--- src/mim_pkg.sv ---
`default_nettype none
package mim_pkg;
   // register index on the pointer/data port
   localparam logic [6:0] MIM_ADDR_FLAGS2   = 7'h42;
   localparam logic [6:0] MIM_ADDR_MGMT_LO  = 7'h43;
   localparam logic [6:0] MIM_ADDR_MGMT_HI  = 7'h44;
   localparam logic [6:0] MIM_ADDR_HOST_LO  = 7'h45;
   localparam logic [6:0] MIM_ADDR_HOST_HI  = 7'h46;
   localparam logic [6:0] MIM_ADDR_DIV_VID  = 7'h47;
   localparam logic [6:0] MIM_ADDR_SLAVE    = 7'h48;

   // reset values
   localparam logic [6:0] MIM_RST_FLAGS2    = 7'h00;
   localparam logic [7:0] MIM_RST_MGMT_LO   = 8'h00;
   localparam logic [7:0] MIM_RST_MGMT_HI   = 8'h00;
   localparam logic [7:0] MIM_RST_HOST_LO   = 8'h00;
   localparam logic [7:0] MIM_RST_HOST_HI   = 8'h40;
   localparam logic [3:0] MIM_RST_FAN_DIV   = 4'h5;
   localparam logic [6:0] MIM_RST_SLAVE     = 7'h2d;

   // field positions
   localparam int MIM_BIT_RESET_EN   = 7;
   localparam int MIM_BIT_CASE_CLEAR = 7;
   localparam int MIM_FIRST_TACHOMETER_LSB       = 4;
   localparam int MIM_SECOND_TACHOMETER_LSB       = 6;
   localparam int MIM_VID_W          = 4;
   localparam int MIM_EV_CH4         = 0;
   localparam int MIM_EV_INV_A       = 1;
   localparam int MIM_EV_INV_B       = 2;
   localparam int MIM_EV_TACH3       = 3;
   localparam int MIM_EV_CASE        = 4;
   localparam int MIM_EV_POST_FULL   = 5;
   localparam int MIM_EV_CHAIN       = 6;
   localparam int MIM_EV_NUM         = 7;
   localparam logic [4:0] MIM_POST_LAST = 5'h1f;

   // timing
   localparam int MIM_CLK_KHZ        = 25000;
   localparam int MIM_CLEAR_PULSE_MS = 20;
   localparam int MIM_PULSE_CYCLES   = MIM_CLEAR_PULSE_MS * MIM_CLK_KHZ;
endpackage
`default_nettype wire

--- src/mim_pulse_if.sv ---
`timescale 1ns/10ps
`default_nettype none
interface mim_pulse_if;
   logic start;
   logic busy;
   logic done;
   modport ctl (output start, input busy, input done);
   modport gen (input start, output busy, output done);
endinterface
`default_nettype wire

--- src/mim_irq_mask_ctrl.sv ---
`timescale 1ns/10ps
`default_nettype none
module mim_irq_mask_ctrl
   import mim_pkg::*;
#(
   parameter int PULSE_CYCLES = MIM_PULSE_CYCLES
) (
   input  wire logic           ref_clk_in,
   input  wire logic           resetn_in,
   input  wire logic [6:0]     reg_addr_in,
   input  wire logic           reg_wr_in,
   input  wire logic           reg_rd_in,
   input  wire logic [7:0]     reg_wdata_in,
   output logic [7:0]          reg_rdata_out,
   input  wire logic [7:0]     first_flags_in,
   input  wire logic           cfg_mgmt_irq_en_in,
   input  wire logic           cfg_host_irq_en_in,
   input  wire logic           cfg_int_clear_in,
   input  wire logic           cfg_host_nmi_sel_in,
   input  wire logic           cfg_reset_req_in,
   output logic                reset_done_out,
   output logic                reset_pulse_n_out,
   input  wire logic           positive_channel_four_limit_in,
   input  wire logic           inverting_channel_a_limit_in,
   input  wire logic           inverting_channel_b_limit_in,
   input  wire logic           third_tachometer_limit_in,
   input  wire logic           case_open_pin_in,
   output logic                case_open_pin_out,
   output logic                case_open_pin_oe_n_out,
   input  wire logic           post_write_in,
   input  wire logic [4:0]     post_ptr_in,
   input  wire logic           chained_irq_in_pin_in,
   input  wire logic [3:0]     voltage_ident_inputs_in,
   input  wire logic           first_tachometer_in,
   input  wire logic           second_tachometer_in,
   output logic                first_tachometer_div_out,
   output logic                second_tachometer_div_out,
   output logic [6:0]          serial_slave_address_out,
   output logic                mgmt_irq_n_out,
   output logic                host_irq_out
);
   typedef struct packed {
      logic [6:0] flags2;
      logic [7:0] mgmt_lo;
      logic [7:0] mgmt_hi;
      logic [7:0] host_lo;
      logic [7:0] host_hi;
      logic [3:0] fan_div;
      logic [6:0] slave;
      logic [7:0] rdata;
      logic       mgmt_irq;
      logic       host_pin;
      logic       rst_armed;
      logic [2:0] first_tachometer_cnt;
      logic [2:0] second_tachometer_cnt;
      logic       first_tachometer_out;
      logic       second_tachometer_out;
   } mim_state_type;

   localparam mim_state_type RST_STATE = '{
      flags2:    MIM_RST_FLAGS2,
      mgmt_lo:   MIM_RST_MGMT_LO,
      mgmt_hi:   MIM_RST_MGMT_HI,
      host_lo:   MIM_RST_HOST_LO,
      host_hi:   MIM_RST_HOST_HI,
      fan_div:   MIM_RST_FAN_DIV,
      slave:     MIM_RST_SLAVE,
      rdata:     8'h00,
      mgmt_irq:  1'b0,
      host_pin:  1'b1,
      rst_armed: 1'b0,
      first_tachometer_cnt:  3'h0,
      second_tachometer_cnt:  3'h0,
      first_tachometer_out:  1'b0,
      second_tachometer_out:  1'b0
   };

   logic [1:0]            rst_sync_q;
   logic                  rst_n;
   mim_state_type         q;
   mim_state_type         d;
   logic [MIM_EV_NUM-1:0] ev_g;
   logic                  rd_flags;
   logic                  pend_mgmt;
   logic                  pend_host;
   logic                  host_act;

   mim_pulse_if case_pl ();
   mim_pulse_if rst_pl ();

   always_ff @(posedge ref_clk_in or negedge resetn_in) begin
      if (!resetn_in) begin
         rst_sync_q <= 2'h0;
      end else begin
         rst_sync_q <= {rst_sync_q[0], 1'b1};
      end
   end
   assign rst_n = rst_sync_q[1];

   // tach prescaler tick: every 2^sel-th pulse
   function automatic logic tach_tick(input logic [2:0] cnt, input logic [1:0] sel);
      logic [2:0] mask;
      mask = 3'h0;
      unique case (sel)
         2'b00: mask = 3'h0;
         2'b01: mask = 3'h1;
         2'b10: mask = 3'h3;
         2'b11: mask = 3'h7;
      endcase
      return (cnt & mask) == mask;
   endfunction

   always_comb begin
      ev_g = '0;
      ev_g[MIM_EV_CH4]   = positive_channel_four_limit_in;
      ev_g[MIM_EV_INV_A] = inverting_channel_a_limit_in;
      ev_g[MIM_EV_INV_B] = inverting_channel_b_limit_in;
      ev_g[MIM_EV_TACH3] = third_tachometer_limit_in;
      // own clear pulse pulls the pin low, so no false event
      ev_g[MIM_EV_CASE]  = case_open_pin_in && !case_pl.busy;
      ev_g[MIM_EV_POST_FULL] = post_write_in && (post_ptr_in == MIM_POST_LAST);
      ev_g[MIM_EV_CHAIN] = !chained_irq_in_pin_in;
      // monitoring stops while interrupt-clear is set
      if (cfg_int_clear_in) begin
         ev_g = '0;
      end
   end

   assign rd_flags = reg_rd_in && (reg_addr_in == MIM_ADDR_FLAGS2);

   // first flags gated by management mask low
   // second flags gated by management mask high
   assign pend_mgmt = |(first_flags_in & ~q.mgmt_lo) | |(q.flags2 & ~q.mgmt_hi[6:0]);
   // first flags gated by host mask low
   // second flags gated by host mask high
   assign pend_host = |(first_flags_in & ~q.host_lo) | |(q.flags2 & ~q.host_hi[6:0]);
   assign host_act  = cfg_host_irq_en_in && !cfg_int_clear_in && pend_host;

   // clear pulse runs while the self-clearing bit is set
   assign case_pl.start = q.host_hi[MIM_BIT_CASE_CLEAR] && !case_pl.busy;
   // reset pulse only while its enable bit is set
   assign rst_pl.start  = cfg_reset_req_in && q.mgmt_hi[MIM_BIT_RESET_EN]
                          && !q.rst_armed && !rst_pl.busy;

   always_comb begin
      d = q;
      // flags are cleared by reading them; a new event in that cycle wins
      d.flags2 = (rd_flags ? 7'h00 : q.flags2) | ev_g;

      if (reg_wr_in) begin
         unique case (reg_addr_in)
            MIM_ADDR_MGMT_LO: d.mgmt_lo = reg_wdata_in;
            MIM_ADDR_MGMT_HI: d.mgmt_hi = reg_wdata_in;
            MIM_ADDR_HOST_LO: d.host_lo = reg_wdata_in;
            MIM_ADDR_HOST_HI: begin
               d.host_hi[6:0] = reg_wdata_in[6:0];
               // a request during a running pulse is dropped
               if (reg_wdata_in[MIM_BIT_CASE_CLEAR] && !case_pl.busy) begin
                  d.host_hi[MIM_BIT_CASE_CLEAR] = 1'b1;
               end
            end
            // divisor fields writable, identification bits are not
            MIM_ADDR_DIV_VID: d.fan_div = reg_wdata_in[7:4];
            MIM_ADDR_SLAVE:   d.slave = reg_wdata_in[6:0];
            default: ;
         endcase
      end
      // bit clears itself at the end of the pulse
      if (case_pl.done) begin
         d.host_hi[MIM_BIT_CASE_CLEAR] = 1'b0;
      end

      if (reg_rd_in) begin
         unique case (reg_addr_in)
            MIM_ADDR_FLAGS2:  d.rdata = {1'b0, q.flags2};
            MIM_ADDR_MGMT_LO: d.rdata = q.mgmt_lo;
            MIM_ADDR_MGMT_HI: d.rdata = q.mgmt_hi;
            MIM_ADDR_HOST_LO: d.rdata = q.host_lo;
            MIM_ADDR_HOST_HI: d.rdata = q.host_hi;
            MIM_ADDR_DIV_VID: d.rdata = {q.fan_div, voltage_ident_inputs_in};
            MIM_ADDR_SLAVE:   d.rdata = {1'b0, q.slave};
            default:          d.rdata = 8'h00;
         endcase
      end

      // level request: re-arm only once software drops it
      d.rst_armed = cfg_reset_req_in && (q.rst_armed || rst_pl.start);

      d.mgmt_irq = cfg_mgmt_irq_en_in && !cfg_int_clear_in && pend_mgmt;
      d.host_pin = cfg_host_nmi_sel_in ? host_act : !host_act;

      if (first_tachometer_in) begin
         d.first_tachometer_cnt = q.first_tachometer_cnt + 3'h1;
      end
      d.first_tachometer_out = first_tachometer_in
                   && tach_tick(q.first_tachometer_cnt, q.fan_div[MIM_FIRST_TACHOMETER_LSB-4 +: 2]);
      if (second_tachometer_in) begin
         d.second_tachometer_cnt = q.second_tachometer_cnt + 3'h1;
      end
      d.second_tachometer_out = second_tachometer_in
                   && tach_tick(q.second_tachometer_cnt, q.fan_div[MIM_SECOND_TACHOMETER_LSB-4 +: 2]);
   end

   always_ff @(posedge ref_clk_in or negedge rst_n) begin
      if (!rst_n) begin
         q <= RST_STATE;
      end else begin
         q <= d;
      end
   end

   mim_pulse_timer #(
      .CYCLES (PULSE_CYCLES)
   ) u_case_pulse (
      .ref_clk_in (ref_clk_in),
      .rst_n_in   (rst_n),
      .pl         (case_pl)
   );

   mim_pulse_timer #(
      .CYCLES (PULSE_CYCLES)
   ) u_reset_pulse (
      .ref_clk_in (ref_clk_in),
      .rst_n_in   (rst_n),
      .pl         (rst_pl)
   );

   assign reg_rdata_out             = q.rdata;
   assign mgmt_irq_n_out            = !q.mgmt_irq;
   assign host_irq_out              = q.host_pin;
   assign first_tachometer_div_out  = q.first_tachometer_out;
   assign second_tachometer_div_out = q.second_tachometer_out;
   assign serial_slave_address_out  = q.slave;
   assign case_open_pin_out         = 1'b0;
   assign case_open_pin_oe_n_out    = !case_pl.busy;
   assign reset_pulse_n_out         = !rst_pl.busy;
   assign reset_done_out            = rst_pl.done;
endmodule
`default_nettype wire

--- src/mim_pulse_timer.sv ---
`timescale 1ns/10ps
`default_nettype none
module mim_pulse_timer
   import mim_pkg::*;
#(
   parameter int CYCLES = MIM_PULSE_CYCLES
) (
   input  wire logic ref_clk_in,
   input  wire logic rst_n_in,
   mim_pulse_if.gen  pl
);
   localparam int W = $clog2(CYCLES + 1);

   typedef struct packed {
      logic         busy;
      logic [W-1:0] cnt;
   } mim_pulse_state_type;

   mim_pulse_state_type q;
   mim_pulse_state_type d;

   // busy holds exactly CYCLES clocks; done marks its last one
   always_comb begin
      d = q;
      if (q.busy) begin
         if (q.cnt == W'(1)) begin
            d.busy = 1'b0;
            d.cnt  = '0;
         end else begin
            d.cnt = q.cnt - W'(1);
         end
      end else if (pl.start) begin
         d.busy = 1'b1;
         d.cnt  = W'(CYCLES);
      end
   end

   always_ff @(posedge ref_clk_in or negedge rst_n_in) begin
      if (!rst_n_in) begin
         q <= '0;
      end else begin
         q <= d;
      end
   end

   assign pl.busy = q.busy;
   assign pl.done = q.busy && (q.cnt == W'(1));
endmodule
`default_nettype wire

--- config.mk ---
export PLATFORM = sky130hd
export DESIGN_NAME = mim_irq_mask_ctrl
export DESIGN_NICKNAME = d
export VERILOG_FILES = /design/src/mim_pkg.sv /design/src/mim_pulse_if.sv /design/src/mim_irq_mask_ctrl.sv /design/src/mim_pulse_timer.sv
export SDC_FILE = /design/constraint.sdc
export NUM_CORES = 1
export LEC_CHECK = 0
export ABC_AREA = 1
export BUFFER_PORTS_ARGS = -buffer_cell sky130_fd_sc_hd__buf_2
export CAP_MARGIN = 15
export CORE_MARGIN = 1
export CORE_UTILIZATION = 53
export DETAILED_ROUTE_END_ITERATION = 16
export PLACE_DENSITY = 0.78
export SETUP_SLACK_MARGIN = 0.3
export SLEW_MARGIN = 20
export SYNTH_ARGS = -nofsm -noshare
export SYNTH_HDL_FRONTEND = slang
export SYNTH_SLANG_ARGS = --single-unit
export TNS_END_PERCENT = 100
--- constraint.sdc ---
create_clock -name ref_clk_in -period 3.1 [get_ports ref_clk_in]
set_clock_uncertainty 0.1 [all_clocks]
set_input_delay 0.31 -clock ref_clk_in [delete_from_list [all_inputs] [get_ports ref_clk_in]]
set_output_delay 0.31 -clock ref_clk_in [all_outputs]
set_load 0.02 [all_outputs]
==> flow_summary.toml <==
[drt]
detailedRoute.firstIterationViolations = 349
detailroute.via_count = 5265
route.final.wire_length_mm = 13.78
antenna_violating_nets_post_route = 0
wl_per_cell_um = 13.78
drtPass1Iterations = 7
drt_drc_violations_left = 0
avgViaCountPerCell = 5.265

[floorplan]
die_h_um = 109.2
std_cell_rows = 38
ios = 73
die_w_um = 109.2
dieArea_sq_um = 11930
floorplan.initialDensity_pct = 55.26
core_area_sq_um = 11030

[sta]
clock.fmax_mhz = 481.7
period_share_pct = 66.96
slew-limit-headroom_pct = 54.13
final_period_demand_of_the_worst_path_ns = 2.076
grt_setup_unrepaired = "false"
timing.final.max_slew_violations = 0
hold_violations = 0
timing.final.setup_violations = 0
setup_tns_ns = 0
worst-slew-pin-transition_ns = 0.6880

[yosys]
netlist_top_cells_area = "dfrtp_1 (42%), nand2_1 (13%), nand3_1 (7.7%)"
synthCells = 800
avgSynthCellArea_sq_um = 7.620
yosysUniqueCellTypes = 34
netlist_area_sq_um = 6096
syn-num-nets = 856
synth_top_area_cell = "dfrtp_1"
sequential_share_of_the_synthesized_area_pct = 45.73
share_of_the_synthesized_area_in_the_top_cell_type_pct = 42.28
postSynthRegisterBits = 111
synthesis.yosys.warnings = 0

[clock_network]
clkSlewWorstSetupHoldPaths_ns = 0.07
clock_tree.root_cell = "clkbuf_16"
clkSinkCount = 111
clk-insertion-delay-late_ns = 0.36
numCtsBuffers = 9
cts.htree.levels = 3
cts.repair.resized = 0
tritoncts = "yes"
clockBufferDepth = 2

[critical_path]
end_kind = "output pin"
path_max_fanout = 4
start_kind = "register"
timing.critical_path.slowest_stage_cell = "dfrtp_1"
critPathMostFrequentCell = "nor2_1"
criticalPathCategory = "reg -> out"
required_time_of_the_worst_setup_path_ns = 2.69
cp_data_arrival_time_ns = 1.67
path_cells = "nor2_1, nand3_1, nor2_1, nand2_1, nor2_1, buf_2"
critPathMaxStageDelay_ns = 0.44
cp_top_family = "simple AND/OR/NAND/NOR gates"
critical_path.n_buffers_inverters = 1

[placed_design]
io_buffers = 71
gp_congestion = 0.9196
hpwlAfterDp_mm = 9.959

[global_routing]
pin_count_of_the_biggest_net_entering_global_routing = 58
grt_overflow_total = 0
grt_antenna_before_repair = 1
first_global_vias = 4913
gr-usage-all-layers_pct = 25.39
grt_first_pass_wirelength_mm = 23.07

[layout]
area_delta_synth_final_pct = 11.06
layout.core_utilization_pct = 61.38
final_nets = 910
fillers = 999
fraction_of_layout_cells_with_a_size_suffix_above_1_pct = 15.37

[pwr]
leak_uw = 0.003397
worst_ir_drop_vdd_uv = 307.7
p_per_area_nw_per_um2 = 468.9

[run]
maxCapViolCount = 0

[status]
run_status = "complete, no violations"

[worst_hold_path]
holdCritPathClass = "in -> reg"
flip-flops by register name (all words and copies together) (netlist names):
register,count
first_tachometer_div_out,1
u_case_pulse.pl.busy,1
host_irq_out,1
q,51
serial_slave_address_out,7
second_tachometer_div_out,1
u_reset_pulse.pl.busy,1
u_case_pulse.q,19
reg_rdata_out,8
rst_sync_q,2
u_reset_pulse.q,19
worst reg2reg max path, cell delays in order (launching register included):
cell and delay, ns:
dfrtp_1 0.39, inv_1 0.10, ha_1 0.19, nand2_1 0.15
nor2_4 0.23, nand2_1 0.09, inv_1 0.09, nand3_1 0.07
nand3_1 0.10, nand2_1 0.06
per-stage QoR:
stage	hold WS [ns]	instances	worst slack [ns]	cell area (sq um)	total power [uW]
6_report	0.03404	1000	1.024	6770	3174
5_1_grt	0.02862	999	0.8675	6768	3296
3_3_place_gp	-0.002772	982	1.168	6440	1954
3_5_place_dp	-0.003609	982	1.108	6440	1968
2_1_floorplan	-0.08559	800	1.150	6097	1857
4_1_cts	0.02530	999	1.012	6768	3199
final cells by class:
| type | instances | area [sq um] | area share (%) |
|---|---|---|---|
| Sequential cell | 111 | 2791 | 41.23 |
| Multi-Input combinational cell | 567 | 2753 | 40.66 |
| Timing Repair Buffer | 73 | 385.4 | 5.692 |
| Inverter | 92 | 345.3 | 5.101 |
| Clock buffer | 12 | 266.5 | 3.936 |
| Tap cell | 140 | 175.2 | 2.587 |
| Clock inverter | 4 | 51.30 | 0.7577 |
| Antenna cell | 1 | 2.502 | 0.03696 |
path summary, 6_finish.rpt:
path	startpoint	depth (start not counted)	slack [ns]	end
hold / removal	chained_irq_in_pin_in	2	0.03	q[68]
max in group asynchronous	rst_sync_q[1]	1	1.83	serial_slave_address_out[3]
setup reg to reg	u_reset_pulse.q[1]	9	1.42	u_reset_pulse.q[18]
setup / recovery	u_reset_pulse.q[4]	6	1.02	reset_done_out
hold reg to reg	rst_sync_q[0]	0	0.25	rst_sync_q[1]
min in group asynchronous	resetn_in	2	0.16	rst_sync_q[0]
synthesized netlist by cell type:
cell type,instances
o21ai_1,47
dfstp_2,8
nand2_4,1
inv_2,2
clkinv_1,1
nor2_4,4
nand3b_1,3
a21oi_2,2
and2_1,1
dfrtp_1,103
nor2_2,12
nand3_1,94
o21ai_0,40
nand2_1,205
nor2_1,80
nor3_2,1
buf_6,4
conb_1,2
o211ai_1,1
ha_1,6
clkbuf_1,4
o22ai_1,17
inv_1,89
xor2_1,14
a21oi_1,9
o211a_1,1
xnor2_1,5
nor2_8,1
nand3_2,6
nand4_1,7
nor3_1,2
nand2_2,6
buf_2,6
buf_4,16
logic make-up (layout without fill, tap and decap cells):
kind of cell,after synthesis,after routing,share of synthesized area [%]
AOI/OAI and AO/OA,117,117,10.20
xor gates and xnor gates,19,19,2.730
adders and majority gates,6,6,1.231
buffers and inverters,122,181,9.113
DFF,111,111,45.73
other,2,3,0.1232
and+or+nand+nor,423,423,30.87
metal layers:
layer | GRT usage [%] | wire (um) | vias up
li1 | - | - | 2671
met1 | 32.04 | 6178 | 2462
met2 | 43.17 | 6618 | 107
met3 | 3.168 | 594 | 25
met4 | 12.29 | 390 | 0
met5 | 0 | 0 | -
layout by cell type (no fill, tap or decap), drive strengths merged, types with 7 or more instances in the layout:
master and instances:
nand4 7, clkbuf 12, o21ai 87, buf 72, o22ai 17, xor2 14
nand3 100, a21oi 11, nor2 97, dfstp 8, inv 92, dfrtp 103
nand2 212
power breakdown:
group          switching, uW  internal [uW]
clock network            538            695
registers               92.3           1550
logic                    180            117
total                    810           2360
what timing repair did:
| item | in CTS | in global routing |
|---|---|---|
| endpoints found under the hold margin | 2 | 0 |
| buffers inserted | 0 | 0 |
| hold buffers | 1 | 0 |
No activity file was read; power rests on OpenSTA's default activity.
